$ cat src/rtl/mft_cfg.svh
// Register map, field positions, reset values and codes of the timer block.
// Assumes byte addresses on a 32-bit Avalon-MM bus, one register per word.
`ifndef MFT_CFG_SVH
`define MFT_CFG_SVH

// ----------------------------------------------------------------------
// Register byte offsets
// ----------------------------------------------------------------------
`define MFT_OFF_RUN      9'h000
`define MFT_OFF_RUN5     9'h004
`define MFT_OFF_SYNC     9'h008
`define MFT_OFF_ADCR     9'h00C
`define MFT_OFF_CYC_A    9'h010
`define MFT_OFF_CYC_B    9'h014
`define MFT_OFF_BUF_A    9'h018
`define MFT_OFF_BUF_B    9'h01C
`define MFT_OFF_UPDN     9'h020
`define MFT_OFF_CNT      9'h040
`define MFT_SPAN_CNT     9'h020
`define MFT_OFF_GEN      9'h080
`define MFT_SPAN_GEN     9'h054
`define MFT_OFF_CTL      9'h100
`define MFT_SPAN_CTL     9'h018

// ----------------------------------------------------------------------
// Writable bit masks, reserved bits read zero
// ----------------------------------------------------------------------
`define MFT_RUN_MASK     8'hC7
`define MFT_RUN5_MASK    8'h07
`define MFT_SYNC_MASK    8'hC7
`define MFT_ADCR_MASK    16'hC0F0

// ----------------------------------------------------------------------
// Field positions
// ----------------------------------------------------------------------
`define MFT_BF_POS       14
`define MFT_UT_A_POS     7
`define MFT_DT_A_POS     6
`define MFT_UT_B_POS     5
`define MFT_DT_B_POS     4
`define MFT_CTL_BUF_POS  3
`define MFT_CTL_MODE_POS 4
`define MFT_CTL_INIT_POS 16
`define MFT_CTL_EREQ_POS 22

// ----------------------------------------------------------------------
// Reset values and clear source codes
// ----------------------------------------------------------------------
`define MFT_CNT_RST      16'h0000
`define MFT_GEN_RST      16'hFFFF
`define MFT_CYC_RST      16'hFFFF
`define MFT_CLR_A        3'h1
`define MFT_CLR_B        3'h2
`define MFT_CLR_SYNC     3'h3
`define MFT_CLR_C        3'h5
`define MFT_CLR_D        3'h6

`endif

$ cat src/rtl/mft_pkg.sv
// Types shared by the timer block.
// Assumes mft_cfg.svh supplies the numeric constants.
package mft_pkg;

  // Per general register operating mode
  typedef enum logic [1:0] {
    MFT_COMPARE = 2'h0,
    MFT_CAPTURE = 2'h1,
    MFT_WIDTH   = 2'h2
  } mft_mode_type;

  // Whole state of the block
  typedef struct packed {
    logic [7:0][15:0]  cnt;
    logic [20:0][15:0] gen;
    logic [3:0][15:0]  cyc;
    logic [7:0]        run_ctl;
    logic [7:0]        run5;
    logic [7:0]        sync;
    logic [15:0]       adcr;
    logic              updown;
    logic              dir_down;
    logic [5:0][22:0]  chctl;
    logic [20:0]       pin;
    logic [20:0]       pin_oe_n;
    logic [20:0]       cap_prev;
    logic              trg_a;
    logic              trg_b;
    logic              trg_e;
    logic              waitrequest;
    logic [31:0]       rdata;
  } mft_state_type;

endpackage

$ cat src/rtl/mft_timer.sv
// Multi-channel 16-bit timer: counters, general registers, start and sync.
// Assumes a 32-bit Avalon-MM master with byte addresses, and capture
// inputs synchronous to clock.
//
// Overview of operation
// - Cycle registers match counter 4, request conversion
// - Cycle buffers copy at crest or trough
// - Eight counters, reset to zero
// - Twenty-one general registers, reset to ones
// - Registers A-D compare or capture
// - C buffers A, D buffers B
// - Register E match requests conversion, F buffers
// - Channel 5 compare, capture, width measure
// - Start register runs counters zero to four
// - Stopping holds pin output level
// - Control write while stopped loads pin level
// - Channel 5 start bits run U,V,W
// - Sync bits select synchronous channels
// - Sync preset and sync clear together
// - Reserved bits read zero, written zero
// - Transfer timing: none, crest, trough, both
// - Cycle register conversion requests gated by direction enables
`timescale 1ns/100ps
`include "mft_cfg.svh"

module mft_timer
  import mft_pkg::*;
(
  input  wire logic        clock,
  input  wire logic        rst,
  input  wire logic [8:0]  address,
  input  wire logic        read,
  input  wire logic        write,
  input  wire logic [3:0]  byteenable,
  input  wire logic [31:0] writedata,
  output logic [31:0]      readdata,
  output logic             waitrequest,
  input  wire logic [20:0] capture_in,
  output logic [20:0]      timer_io_pin_out,
  output logic [20:0]      timer_io_pin_oe_n,
  output logic             adc_start_request_a,
  output logic             adc_start_request_b,
  output logic             ch0_adc_request
);

  // ----------------------------------------------------------------------
  // Register layout helpers
  // ----------------------------------------------------------------------

  // Channel owning general register j
  function automatic int reg_chan(input int j);
    if (j < 6) begin
      return 0;
    end else if (j < 8) begin
      return 1;
    end else if (j < 10) begin
      return 2;
    end else if (j < 14) begin
      return 3;
    end else if (j < 18) begin
      return 4;
    end
    return 5;
  endfunction

  // First general register of channel c
  function automatic int reg_base(input int c);
    case (c)
      0: return 0;
      1: return 6;
      2: return 8;
      3: return 10;
      4: return 14;
      default: return 18;
    endcase
  endfunction

  // Reset image of the whole state
  localparam mft_state_type ST_RST = '{
    gen:         {21{`MFT_GEN_RST}},
    cyc:         {4{`MFT_CYC_RST}},
    pin_oe_n:    '1,
    waitrequest: 1'b1,
    default:     '0
  };

  mft_state_type st_reg;
  mft_state_type st_next;

  // ----------------------------------------------------------------------
  // Next-state logic
  // ----------------------------------------------------------------------
  always_comb begin
    logic [7:0]  run;
    logic [20:0] cmp;
    logic [20:0] ev;
    logic [2:0]  wmode;
    logic [4:0]  own_clr;
    logic [4:0]  clr;
    logic [4:0]  syncv;
    logic [2:0]  src;
    logic [1:0]  md;
    logic [1:0]  bf;
    logic        crest;
    logic        trough;
    logic        wr;
    logic        rd;
    logic [8:0]  off;
    logic [8:0]  cidx;
    logic [8:0]  gidx;
    logic [8:0]  tidx;
    int          c;
    int          s;
    int          k;
    int          b;
    run     = '0;
    cmp     = '0;
    ev      = '0;
    wmode   = '0;
    own_clr = '0;
    clr     = '0;
    src     = '0;
    md      = '0;
    syncv   = '0;
    bf      = '0;
    crest   = 1'b0;
    trough  = 1'b0;
    wr      = 1'b0;
    rd      = 1'b0;
    off     = '0;
    cidx    = '0;
    gidx    = '0;
    tidx    = '0;
    c       = 0;
    s       = 0;
    k       = 0;
    b       = 0;
    st_next = st_reg;
    st_next.trg_a = 1'b0;
    st_next.trg_b = 1'b0;
    st_next.trg_e = 1'b0;
    st_next.cap_prev = capture_in;

    run[2:0] = st_reg.run_ctl[2:0];
    run[3]   = st_reg.run_ctl[6];
    run[4]   = st_reg.run_ctl[7];
    run[5]   = st_reg.run5[2];
    run[6]   = st_reg.run5[1];
    run[7]   = st_reg.run5[0];
    syncv    = {st_reg.sync[7], st_reg.sync[6], st_reg.sync[2:0]};

    // Compare and capture events, one per general register
    for (int j = 0; j < 21; j++) begin
      c  = reg_chan(j);
      s  = j - reg_base(c);
      k  = (c < 5) ? c : 5 + s;
      md = st_reg.chctl[c][`MFT_CTL_MODE_POS + 2*s +: 2];
      if (c == 0 && s > 3) begin
        md = MFT_COMPARE;
      end
      // Width measuring is offered on channel 5 only
      if (c != 5 && md == MFT_WIDTH) begin
        md = MFT_CAPTURE;
      end
      st_next.pin_oe_n[j] = (md != MFT_COMPARE);
      cmp[j] = (md == MFT_COMPARE) && run[k] && (st_reg.cnt[k] == st_reg.gen[j]);
      ev[j]  = cmp[j];
      if (md == MFT_CAPTURE && capture_in[j] && !st_reg.cap_prev[j]) begin
        ev[j] = 1'b1;
        st_next.gen[j] = st_reg.cnt[k];
      end
      // pulse width ends on falling input
      if (md == MFT_WIDTH) begin
        wmode[s] = 1'b1;
        if (!capture_in[j] && st_reg.cap_prev[j]) begin
          ev[j] = 1'b1;
          st_next.gen[j] = st_reg.cnt[k];
        end
      end
      // pin moves only on a running match
      if (cmp[j]) begin
        st_next.pin[j] = !st_reg.pin[j];
      end
    end

    // buffer pairs on channels 0, 3, 4
    for (int ch = 0; ch < 5; ch++) begin
      b = reg_base(ch);
      if ((ch == 0 || ch > 2) && st_reg.chctl[ch][`MFT_CTL_BUF_POS]) begin
        if (cmp[b]) begin
          st_next.gen[b] = st_reg.gen[b + 2];
        end
        if (cmp[b + 1]) begin
          st_next.gen[b + 1] = st_reg.gen[b + 3];
        end
      end
    end
    // F reloads E on its match
    if (st_reg.chctl[0][`MFT_CTL_BUF_POS] && cmp[4]) begin
      st_next.gen[4] = st_reg.gen[5];
    end
    st_next.trg_e = cmp[4] && st_reg.chctl[0][`MFT_CTL_EREQ_POS];

    // Own clear sources per channel
    for (int ch = 0; ch < 5; ch++) begin
      b   = reg_base(ch);
      src = st_reg.chctl[ch][2:0];
      own_clr[ch] = (src == `MFT_CLR_A && ev[b]) || (src == `MFT_CLR_B && ev[b + 1]);
      if (ch == 0 || ch > 2) begin
        own_clr[ch] = own_clr[ch] || (src == `MFT_CLR_C && ev[b + 2])
                      || (src == `MFT_CLR_D && ev[b + 3]);
      end
    end
    // sync clear follows another sync channel
    for (int ch = 0; ch < 5; ch++) begin
      clr[ch] = own_clr[ch] || (syncv[ch] && st_reg.chctl[ch][2:0] == `MFT_CLR_SYNC
                && |(own_clr & syncv & ~(5'h01 << ch)));
    end

    // Crest and trough of counter 4
    crest  = run[4] && !st_reg.dir_down && (st_reg.cnt[4] == st_reg.gen[14]);
    trough = run[4] && st_reg.updown && st_reg.dir_down && (st_reg.cnt[4] == 16'h0000);

    // counting, channel 5 width mode counts while high
    for (int n = 0; n < 8; n++) begin
      if (run[n]) begin
        if (n == 4 && st_reg.updown) begin
          if (crest) begin
            st_next.dir_down = 1'b1;
            st_next.cnt[n]   = st_reg.cnt[n] - 16'h0001;
          end else if (trough) begin
            st_next.dir_down = 1'b0;
            st_next.cnt[n]   = st_reg.cnt[n] + 16'h0001;
          end else if (st_reg.dir_down) begin
            st_next.cnt[n]   = st_reg.cnt[n] - 16'h0001;
          end else begin
            st_next.cnt[n]   = st_reg.cnt[n] + 16'h0001;
          end
        end else if (n < 5 || !wmode[n - 5] || capture_in[13 + n]) begin
          st_next.cnt[n] = st_reg.cnt[n] + 16'h0001;
        end
      end
      if (n < 5 && clr[n]) begin
        st_next.cnt[n] = `MFT_CNT_RST;
      end
      if (n > 4 && wmode[n - 5] && ev[13 + n]) begin
        st_next.cnt[n] = `MFT_CNT_RST;
      end
    end
    if (!st_reg.updown) begin
      st_next.dir_down = 1'b0;
    end

    bf = st_reg.adcr[`MFT_BF_POS +: 2];
    if ((bf[0] && crest) || (bf[1] && trough)) begin
      st_next.cyc[0] = st_reg.cyc[2];
      st_next.cyc[1] = st_reg.cyc[3];
    end

    st_next.trg_a = run[4] && (st_reg.cnt[4] == st_reg.cyc[0])
                    && (st_reg.dir_down ? st_reg.adcr[`MFT_DT_A_POS]
                                        : st_reg.adcr[`MFT_UT_A_POS]);
    st_next.trg_b = run[4] && (st_reg.cnt[4] == st_reg.cyc[1])
                    && (st_reg.dir_down ? st_reg.adcr[`MFT_DT_B_POS]
                                        : st_reg.adcr[`MFT_UT_B_POS]);

    // Bus slave: one wait cycle, then answer
    off  = {address[8:2], 2'b00};
    cidx = off - `MFT_OFF_CNT;
    gidx = off - `MFT_OFF_GEN;
    tidx = off - `MFT_OFF_CTL;
    wr   = write && !st_reg.waitrequest;
    rd   = read && st_reg.waitrequest;
    st_next.waitrequest = !((read || write) && st_reg.waitrequest);

    // Read mux, unmapped reads return zero
    if (rd) begin
      st_next.rdata = '0;
      case (off)
        `MFT_OFF_RUN:   st_next.rdata[7:0]  = st_reg.run_ctl;
        `MFT_OFF_RUN5:  st_next.rdata[7:0]  = st_reg.run5;
        `MFT_OFF_SYNC:  st_next.rdata[7:0]  = st_reg.sync;
        `MFT_OFF_ADCR:  st_next.rdata[15:0] = st_reg.adcr;
        `MFT_OFF_CYC_A: st_next.rdata[15:0] = st_reg.cyc[0];
        `MFT_OFF_CYC_B: st_next.rdata[15:0] = st_reg.cyc[1];
        `MFT_OFF_BUF_A: st_next.rdata[15:0] = st_reg.cyc[2];
        `MFT_OFF_BUF_B: st_next.rdata[15:0] = st_reg.cyc[3];
        `MFT_OFF_UPDN:  st_next.rdata[1:0]  = {st_reg.dir_down, st_reg.updown};
        default: begin
          if (cidx < `MFT_SPAN_CNT) begin
            st_next.rdata[15:0] = st_reg.cnt[cidx[4:2]];
          end else if (gidx < `MFT_SPAN_GEN) begin
            st_next.rdata[15:0] = st_reg.gen[gidx[6:2]];
          end else if (tidx < `MFT_SPAN_CTL) begin
            st_next.rdata[22:0] = st_reg.chctl[tidx[4:2]];
          end
        end
      endcase
    end

    // Writes take effect on the accepting edge and win over counting
    // narrow writes to wide registers ignored
    if (wr && byteenable[0]) begin
      case (off)
        `MFT_OFF_RUN:  st_next.run_ctl = writedata[7:0] & `MFT_RUN_MASK;
        `MFT_OFF_RUN5: st_next.run5    = writedata[7:0] & `MFT_RUN5_MASK;
        `MFT_OFF_SYNC: st_next.sync    = writedata[7:0] & `MFT_SYNC_MASK;
        `MFT_OFF_UPDN: st_next.updown  = writedata[0];
        default: begin
        end
      endcase
    end
    if (wr && byteenable[1:0] == 2'b11) begin
      case (off)
        `MFT_OFF_ADCR:  st_next.adcr   = writedata[15:0] & `MFT_ADCR_MASK;
        `MFT_OFF_CYC_A: st_next.cyc[0] = writedata[15:0];
        `MFT_OFF_CYC_B: st_next.cyc[1] = writedata[15:0];
        `MFT_OFF_BUF_A: st_next.cyc[2] = writedata[15:0];
        `MFT_OFF_BUF_B: st_next.cyc[3] = writedata[15:0];
        default: begin
          if (cidx < `MFT_SPAN_CNT) begin
            k = int'(cidx[4:2]);
            st_next.cnt[k] = writedata[15:0];
            // synchronous preset of all sync counters
            if (k < 5 && syncv[k]) begin
              for (int ch = 0; ch < 5; ch++) begin
                if (syncv[ch]) begin
                  st_next.cnt[ch] = writedata[15:0];
                end
              end
            end
          end else if (gidx < `MFT_SPAN_GEN) begin
            st_next.gen[gidx[6:2]] = writedata[15:0];
          end
        end
      endcase
    end
    if (wr && byteenable == 4'hF && tidx < `MFT_SPAN_CTL) begin
      c = int'(tidx[4:2]);
      st_next.chctl[c] = writedata[22:0];
      // stopped channel pins take initial level
      for (int t = 0; t < 6; t++) begin
        b = reg_base(c) + t;
        k = (c < 5) ? c : 5 + t;
        if (b < 21 && reg_chan(b) == c && !run[k]) begin
          st_next.pin[b] = writedata[`MFT_CTL_INIT_POS + t];
        end
      end
    end
  end

  // ----------------------------------------------------------------------
  // State register
  // ----------------------------------------------------------------------
  // counters reset to zero
  always_ff @(posedge clock or posedge rst) begin
    if (rst) begin
      st_reg <= ST_RST;
    end else begin
      st_reg <= st_next;
    end
  end

  // Outputs come straight from the state flops
  assign readdata            = st_reg.rdata;
  assign waitrequest         = st_reg.waitrequest;
  assign timer_io_pin_out    = st_reg.pin;
  assign timer_io_pin_oe_n   = st_reg.pin_oe_n;
  assign adc_start_request_a = st_reg.trg_a;
  assign adc_start_request_b = st_reg.trg_b;
  assign ch0_adc_request     = st_reg.trg_e;

endmodule

$ cat config.mk
export PLATFORM = sky130hd
export DESIGN_NAME = mft_timer
export DESIGN_NICKNAME = d
export VERILOG_FILES = /design/src/rtl/mft_pkg.sv /design/src/rtl/mft_timer.sv
export VERILOG_INCLUDE_DIRS = /design/src /design/src/rtl
export SDC_FILE = /design/constraint.sdc
export NUM_CORES = 2
export LEC_CHECK = 0
export ABC_AREA = 1
export BUFFER_PORTS_ARGS = -buffer_cell sky130_fd_sc_hd__buf_4
export CAP_MARGIN = 20
export CELL_PAD_IN_SITES_DETAIL_PLACEMENT = 1
export CELL_PAD_IN_SITES_GLOBAL_PLACEMENT = 2
export CORE_MARGIN = 2
export CORE_UTILIZATION = 37
export DETAILED_ROUTE_END_ITERATION = 8
export GPL_ROUTABILITY_DRIVEN = 1
export PLACE_DENSITY_LB_ADDON = 0.08
export SLEW_MARGIN = 20
export SYNTH_ARGS = -nofsm -noshare
export SYNTH_HDL_FRONTEND = slang
export SYNTH_SLANG_ARGS = --single-unit
$ cat constraint.sdc
create_clock -name clock -period 35.7 [get_ports clock]
set_clock_uncertainty 0.1 [all_clocks]
set_input_delay 8.925 -clock clock [delete_from_list [all_inputs] [get_ports clock]]
set_output_delay 8.925 -clock clock [all_outputs]
set_load 0.1 [all_outputs]
# --- After elaboration in Yosys (flattened, before gate mapping) ---
# Index checks and enable logic that the tools add are counted.
totals:
  output_inout_bits: 78
  wordCells: 957
  ff_bits: 777
  in_bits: 70
op_classes:
  n_addsub: 17
  n_bitwise: 1
  reduce_logical: 317
  n_eq_ne: 120
  muxes: 382
  n_lt_le_gt_ge: 67
ops:
  columns: ["operator", "n"]
  rows:
  - ["2-to-1 mux 16 bit", 97]
  - ["2-to-1 mux 32 bit", 38]
  - ["2-to-1 mux 336 bit", 2]
  - ["< comparator 32 x 5 -> 1 bit (second input constant)", 18]
  - ["2-to-1 mux 528 bit", 1]
  - ["2-to-1 mux 256 bit", 2]
  - ["2-to-1 mux 464 bit", 1]
  - ["< comparator 32 x 6 -> 1 bit (second input constant)", 12]
  - ["2-to-1 mux 192 bit", 2]
  - ["== test 16 bit", 23]
  - ["bitwise mux 336 bit", 1]
  - ["2-to-1 mux 21 bit", 12]
  - ["2-to-1 mux 240 bit", 1]
  - ["== test 32 x 4 -> 1 bit", 6]
  - ["greater-or-equal comparator 32 x 1 -> 1 bit (second input constant)", 6]
  - ["< comparator 32 x 4 -> 1 bit (second input constant)", 6]
  - ["< comparator 32 x 7 -> 1 bit (second input constant)", 6]
  - ["2-to-1 mux 176 bit", 1]
  - ["logical AND 1 bit", 168]
  - ["2-to-1 mux 1 bit", 145]
  - ["bitwise mux 138 bit", 1]
  - ["adder 16 x 1 -> 16 bit (second input constant)", 8]
  - ["bitwise mux 128 bit", 1]
  - ["2-to-1 mux 128 bit", 1]
  - ["59 further kinds", 345]

# --- Logic depth before layout (Yosys ltp) ---
logic_depth:
  ltp_word: 34
  depth_mapped: 22
  mapped_depth_nobuf: 21

# --- Worst setup path before layout ---
# No wires, ideal clock.
synth_timing:
  path_type: "input to register"
  start: "in address[3]"
  end: "reg st_reg (netlist bit timer_io_pin_out[14])"
  path_stages: 20
  arrival_time_ns: 11.250
  setup_time_ns: 0.117
  path_slack_ns: 24.234
  path_buffers: 2
  t_required_ns: 35.483
  cell_sequence: "buf_6 -> nor2_2 -> nor2_1 -> nor2_1 -> inv_1 -> ha_1 -> or2_1 -> nand2_1 -> nand2_1 -> nand3_1 -> nand3_1 -> nand2_1 -> nand2_1 -> nor2_4 -> buf_6 -> nand3_1 -> nand2_1 -> nand3_1 -> nand2_1 -> nand2_1"
synth_rtl:
  columns: ["item", "line_no", "source"]
  rows:
  - ["start: declaration", "mft_timer.sv:31", "input wire logic [8:0] address,"]
  - ["end signal: assignment", "mft_timer.sv:360", "st_reg <= st_next;"]
  - ["end: declaration", "mft_timer.sv:87", "mft_state_type st_reg;"]

# --- Final worst setup path ---
layout_timing:
  start: "in address[3]"
  end: "reg st_reg (netlist bit readdata[12])"
layout_via:
  elab_chain_cells: 7
  elab_cells_between_ends: 26
  classes_between: "add/sub: 3; order compare: 3; eq/ne: 8; mux: 10; reduce/logical: 2"
layout_lines:
  columns: ["item", "line_no", "source"]
  rows:
  - ["parallel branches: the longest is 6 deep, another holds subtractor 9 bit", null, null]
  - ["one-hot mux 8 bit (6 select lines) (*)", "mft_timer.sv:279", "case (off)"]
# Every way passes the cells marked *. The select of a mux whose other input is x is not followed.
# A chain may end at the register's enable or synchronous reset.

==> impl_results.md <==
* Cell taking the most area after synthesis: dfstp_2
* IO buf count at 125
* Filler cells at around 17,000
* Routed WL at ~280,000 um
* Max-cap violations at 0
* Critical path data arrival time at roughly 14 ns
* Synth async-reset ratio at 1.00
* Die W at between 300 and 400 um
* Die area at around 0.14 mm2
* Syn-to-layout area delta at 10.9%
* Worst hold path class: reg2reg
* Cts hold-fix bufs at 0
* Setup total negative slack at 0 ns
* Worst VDD drop at 0.0460 mV
* Starting density of the core at 0.372
* H-tree depth at 3
* Crit path max-delay cell type: clkinv_1
* Crit end category: flop
* Yosys cell types at between 60 and 70
* Max reg flops at about 710
* Core area at ~0.14 mm2
* Post-route ant nets at 0
* CTS buffer count at 100
* Postcts setup bufs at 0
* Final Hold Viols at 0
* P_leak at ~26 nW
* Initial antenna violation count at 20
* Sequential share of the synthesized area at 0.384
* First-pass GRT wire length at just over 400,000 um
* Net Sw Power at about 960 uW
* Gp weighted congestion at a little under 1
* Least-Margin Pin Slew at approximately 1.2 ns
* Sw frac at 0.352
* Internal power at ~1.8 mW
* Post-synth EDFFs at 0
* GRT Overall Usage at 0.392
* Power share of the sequential group at 0.375
* Clk buf depth at 3
* Final count of negative-setup-slack endpoints at 0
* Most frequent cells in the layout: nand2_1, o21ai_0, inv_1
* # clock sinks at a little under 800
* Most common cell after layout, fill and taps aside: nand2_1
* Skew-Pair Late Insertion Delay at between 0.7 and 0.8 ns
* Top Family by Delay on Critical Path: buffers and inverters
* Clock network fraction of total power at 0.427
* CTS clk-pin slew, worst paths at 0.06 ns
* Post-synth top area share at 0.213
* Avg WL per Cell at between 30 and 40 um
* Clock root cell: clkbuf_16
* Worst endpoint required time at ~36 ns
* DRT Pass-1 Iters at 6
* CP bufs+invs at 4
* Relative slew slack at 0.161
* PD cells at 47.6 mW/mm2
* Worst hold slack at between 0.3 and 0.4 ns
* Layout Nets at between 7,000 and 8,000
* Outcome: completed
* Post-route DRC at 0
* Synthesized cell area at just over 0.05 mm2
* Crit path launch type: input port
* Initial drt markers at about 5,500
* CTS tree: done
* Top cells by area, synth: dfstp_2, dfrtp_1, nand2_1, o21ai_0, inv_1
* Dpl hpwl at approximately 200,000 um
* # rows at approximately 140
* CP Cell Sequence: buf_4, nand2_4, buf_4, clkinv_1, buf_4, nand2_1, o2111ai_1, o211ai_1, a31oi_1, o21ai_0, nand3_1, nand2_1, nand2_1
* Min cycle time layout at 13.38 ns
* Vias in the first global route at between 50,000 and 60,000
* Slew Limit Fails at 0
* Worst path max stage delay at approximately 0.79 ns
* Largest net degree at the start of global routing at around 140
* Crit path max fanout at 28
* Total vias in the final route at ~55,000
* Top_reg_cell synth: dfstp_2
* Worst Path Class, Setup: in2reg
* IO Pins at about 150
* Mapped Cells at 7,282
* Layout cell share with drive strength beyond 1 at 0.133
* Combinational power share at 0.199
* Chip height at approximately 380 um
* Max frequency at around 75 MHz
* Register bit total from synthesis at between 700 and 800
* Overall Power at around 2.7 mW
* Period utilization at 0.375
* Mapped Avg Cell Area at 7.12 um2
* PostCTS Resize Cnt at 0
* Via density at ~6.0
* RSZ-0062 raised after global routing: no
* GR Overflow Total at 0
* Synthesis Warnings at 0
[path summary, 6_finish.rpt]
kind,from,slack [ns],cells after the start,to
setup / recovery,address[3],22.32,13,readdata[12]
max in group asynchronous,rst,24.41,5,st_reg[245]
hold / removal,readdata[3],0.38,2,readdata[3]
min in group asynchronous,rst,8.14,2,st_reg[720]
setup reg to reg,st_reg[745],30.97,14,st_reg[281]
hold reg to reg,readdata[3],0.38,2,readdata[3]
[power groups by stage]
| stage | clock (mW) | combinational [mW] | sequential, mW |
|---|---|---|---|
| after global placement | 0 | 0.523 | 1.03 |
| after floorplan | 0 | 0.358 | 0.983 |
| after CTS | 1.18 | 0.532 | 1.02 |
| final | 1.17 | 0.544 | 1.03 |
| after detailed placement | 0 | 0.529 | 1.04 |
| after global routing | 1.21 | 0.580 | 1.03 |
[cell usage after synthesis, types with 18 or more instances]
cell type and instances:
o21ai_0 909, clkinv_1 19, or2_2 19, inv_2 18
nor4_1 22, ha_1 59, nand3_1 319, buf_4 87
inv_1 826, o22ai_1 246, dfrtp_1 353, buf_2 119
clkbuf_1 310, nor3_1 75, xnor2_1 80, nand2_1 1877
dfstp_2 421, nor2_1 391, o2111ai_1 31, o211ai_1 327
buf_1 39, o21ai_1 32, nand4_1 95, a31oi_1 44
xor2_1 147, a22oi_1 37, a221oi_1 32, a21oi_1 192
[layout make-up]
class                      count  area [um2]  area share
multi-input combinational   5091       26200       0.456
timing repair buffer         260        2040      0.0356
inverter                     865        3260      0.0568
antenna                       11        27.5    0.000479
sequential                   774       19900       0.346
tap                         1876        2350      0.0408
clock buffer                 140        2870      0.0500
clock inverter                50         842      0.0147
[worst reg2reg max path, stage by stage, from the launching register on]
cell and delay, ns:
dfrtp_1 0.82, inv_1 0.55, nand2_1 0.20, nand2_1 0.07
nor3_1 0.14, nand2_1 0.07, nor2_1 0.23, nand2_1 0.37
inv_1 0.52, nand3_1 0.33, o22ai_4 0.83, nand2_1 0.12
o211ai_1 0.12, o21ai_0 0.13, inv_1 0.09
[layer usage]
metal	up-vias	wire length [um]	track usage
met5	-	119	0
met4	14	19000	0.221
met3	616	22000	0.0741
met2	2346	122000	0.592
met1	27700	121000	0.526
li1	23800	-	-
[stage by stage]
stage | std cells | setup slack (ns) | util | area (um2)
CTS | 9054 | 22.67 | 0.412 | 57400
finish | 9067 | 22.32 | 0.413 | 57500
global placement | 8862 | 21.84 | 0.385 | 53700
detailed placement | 8864 | 21.89 | 0.386 | 53700
global route | 9056 | 22.23 | 0.413 | 57400
floorplan | 7291 | 5.64 | - | 51900
[logic make-up after synthesis]
group / after synthesis / synth area share
AO/OA/AOI/OAI: 1934 / 0.222
flip-flops: 774 / 0.384
buffers and inverters: 1426 / 0.113
multiplexers: 2 / 0.000410
AND/OR/NAND/NOR: 2859 / 0.228
other: 1 / 0.0000724
XOR/XNOR: 227 / 0.0384
adder cells (fa/ha/maj): 59 / 0.0142
Power figures use the tool's default switching activity.
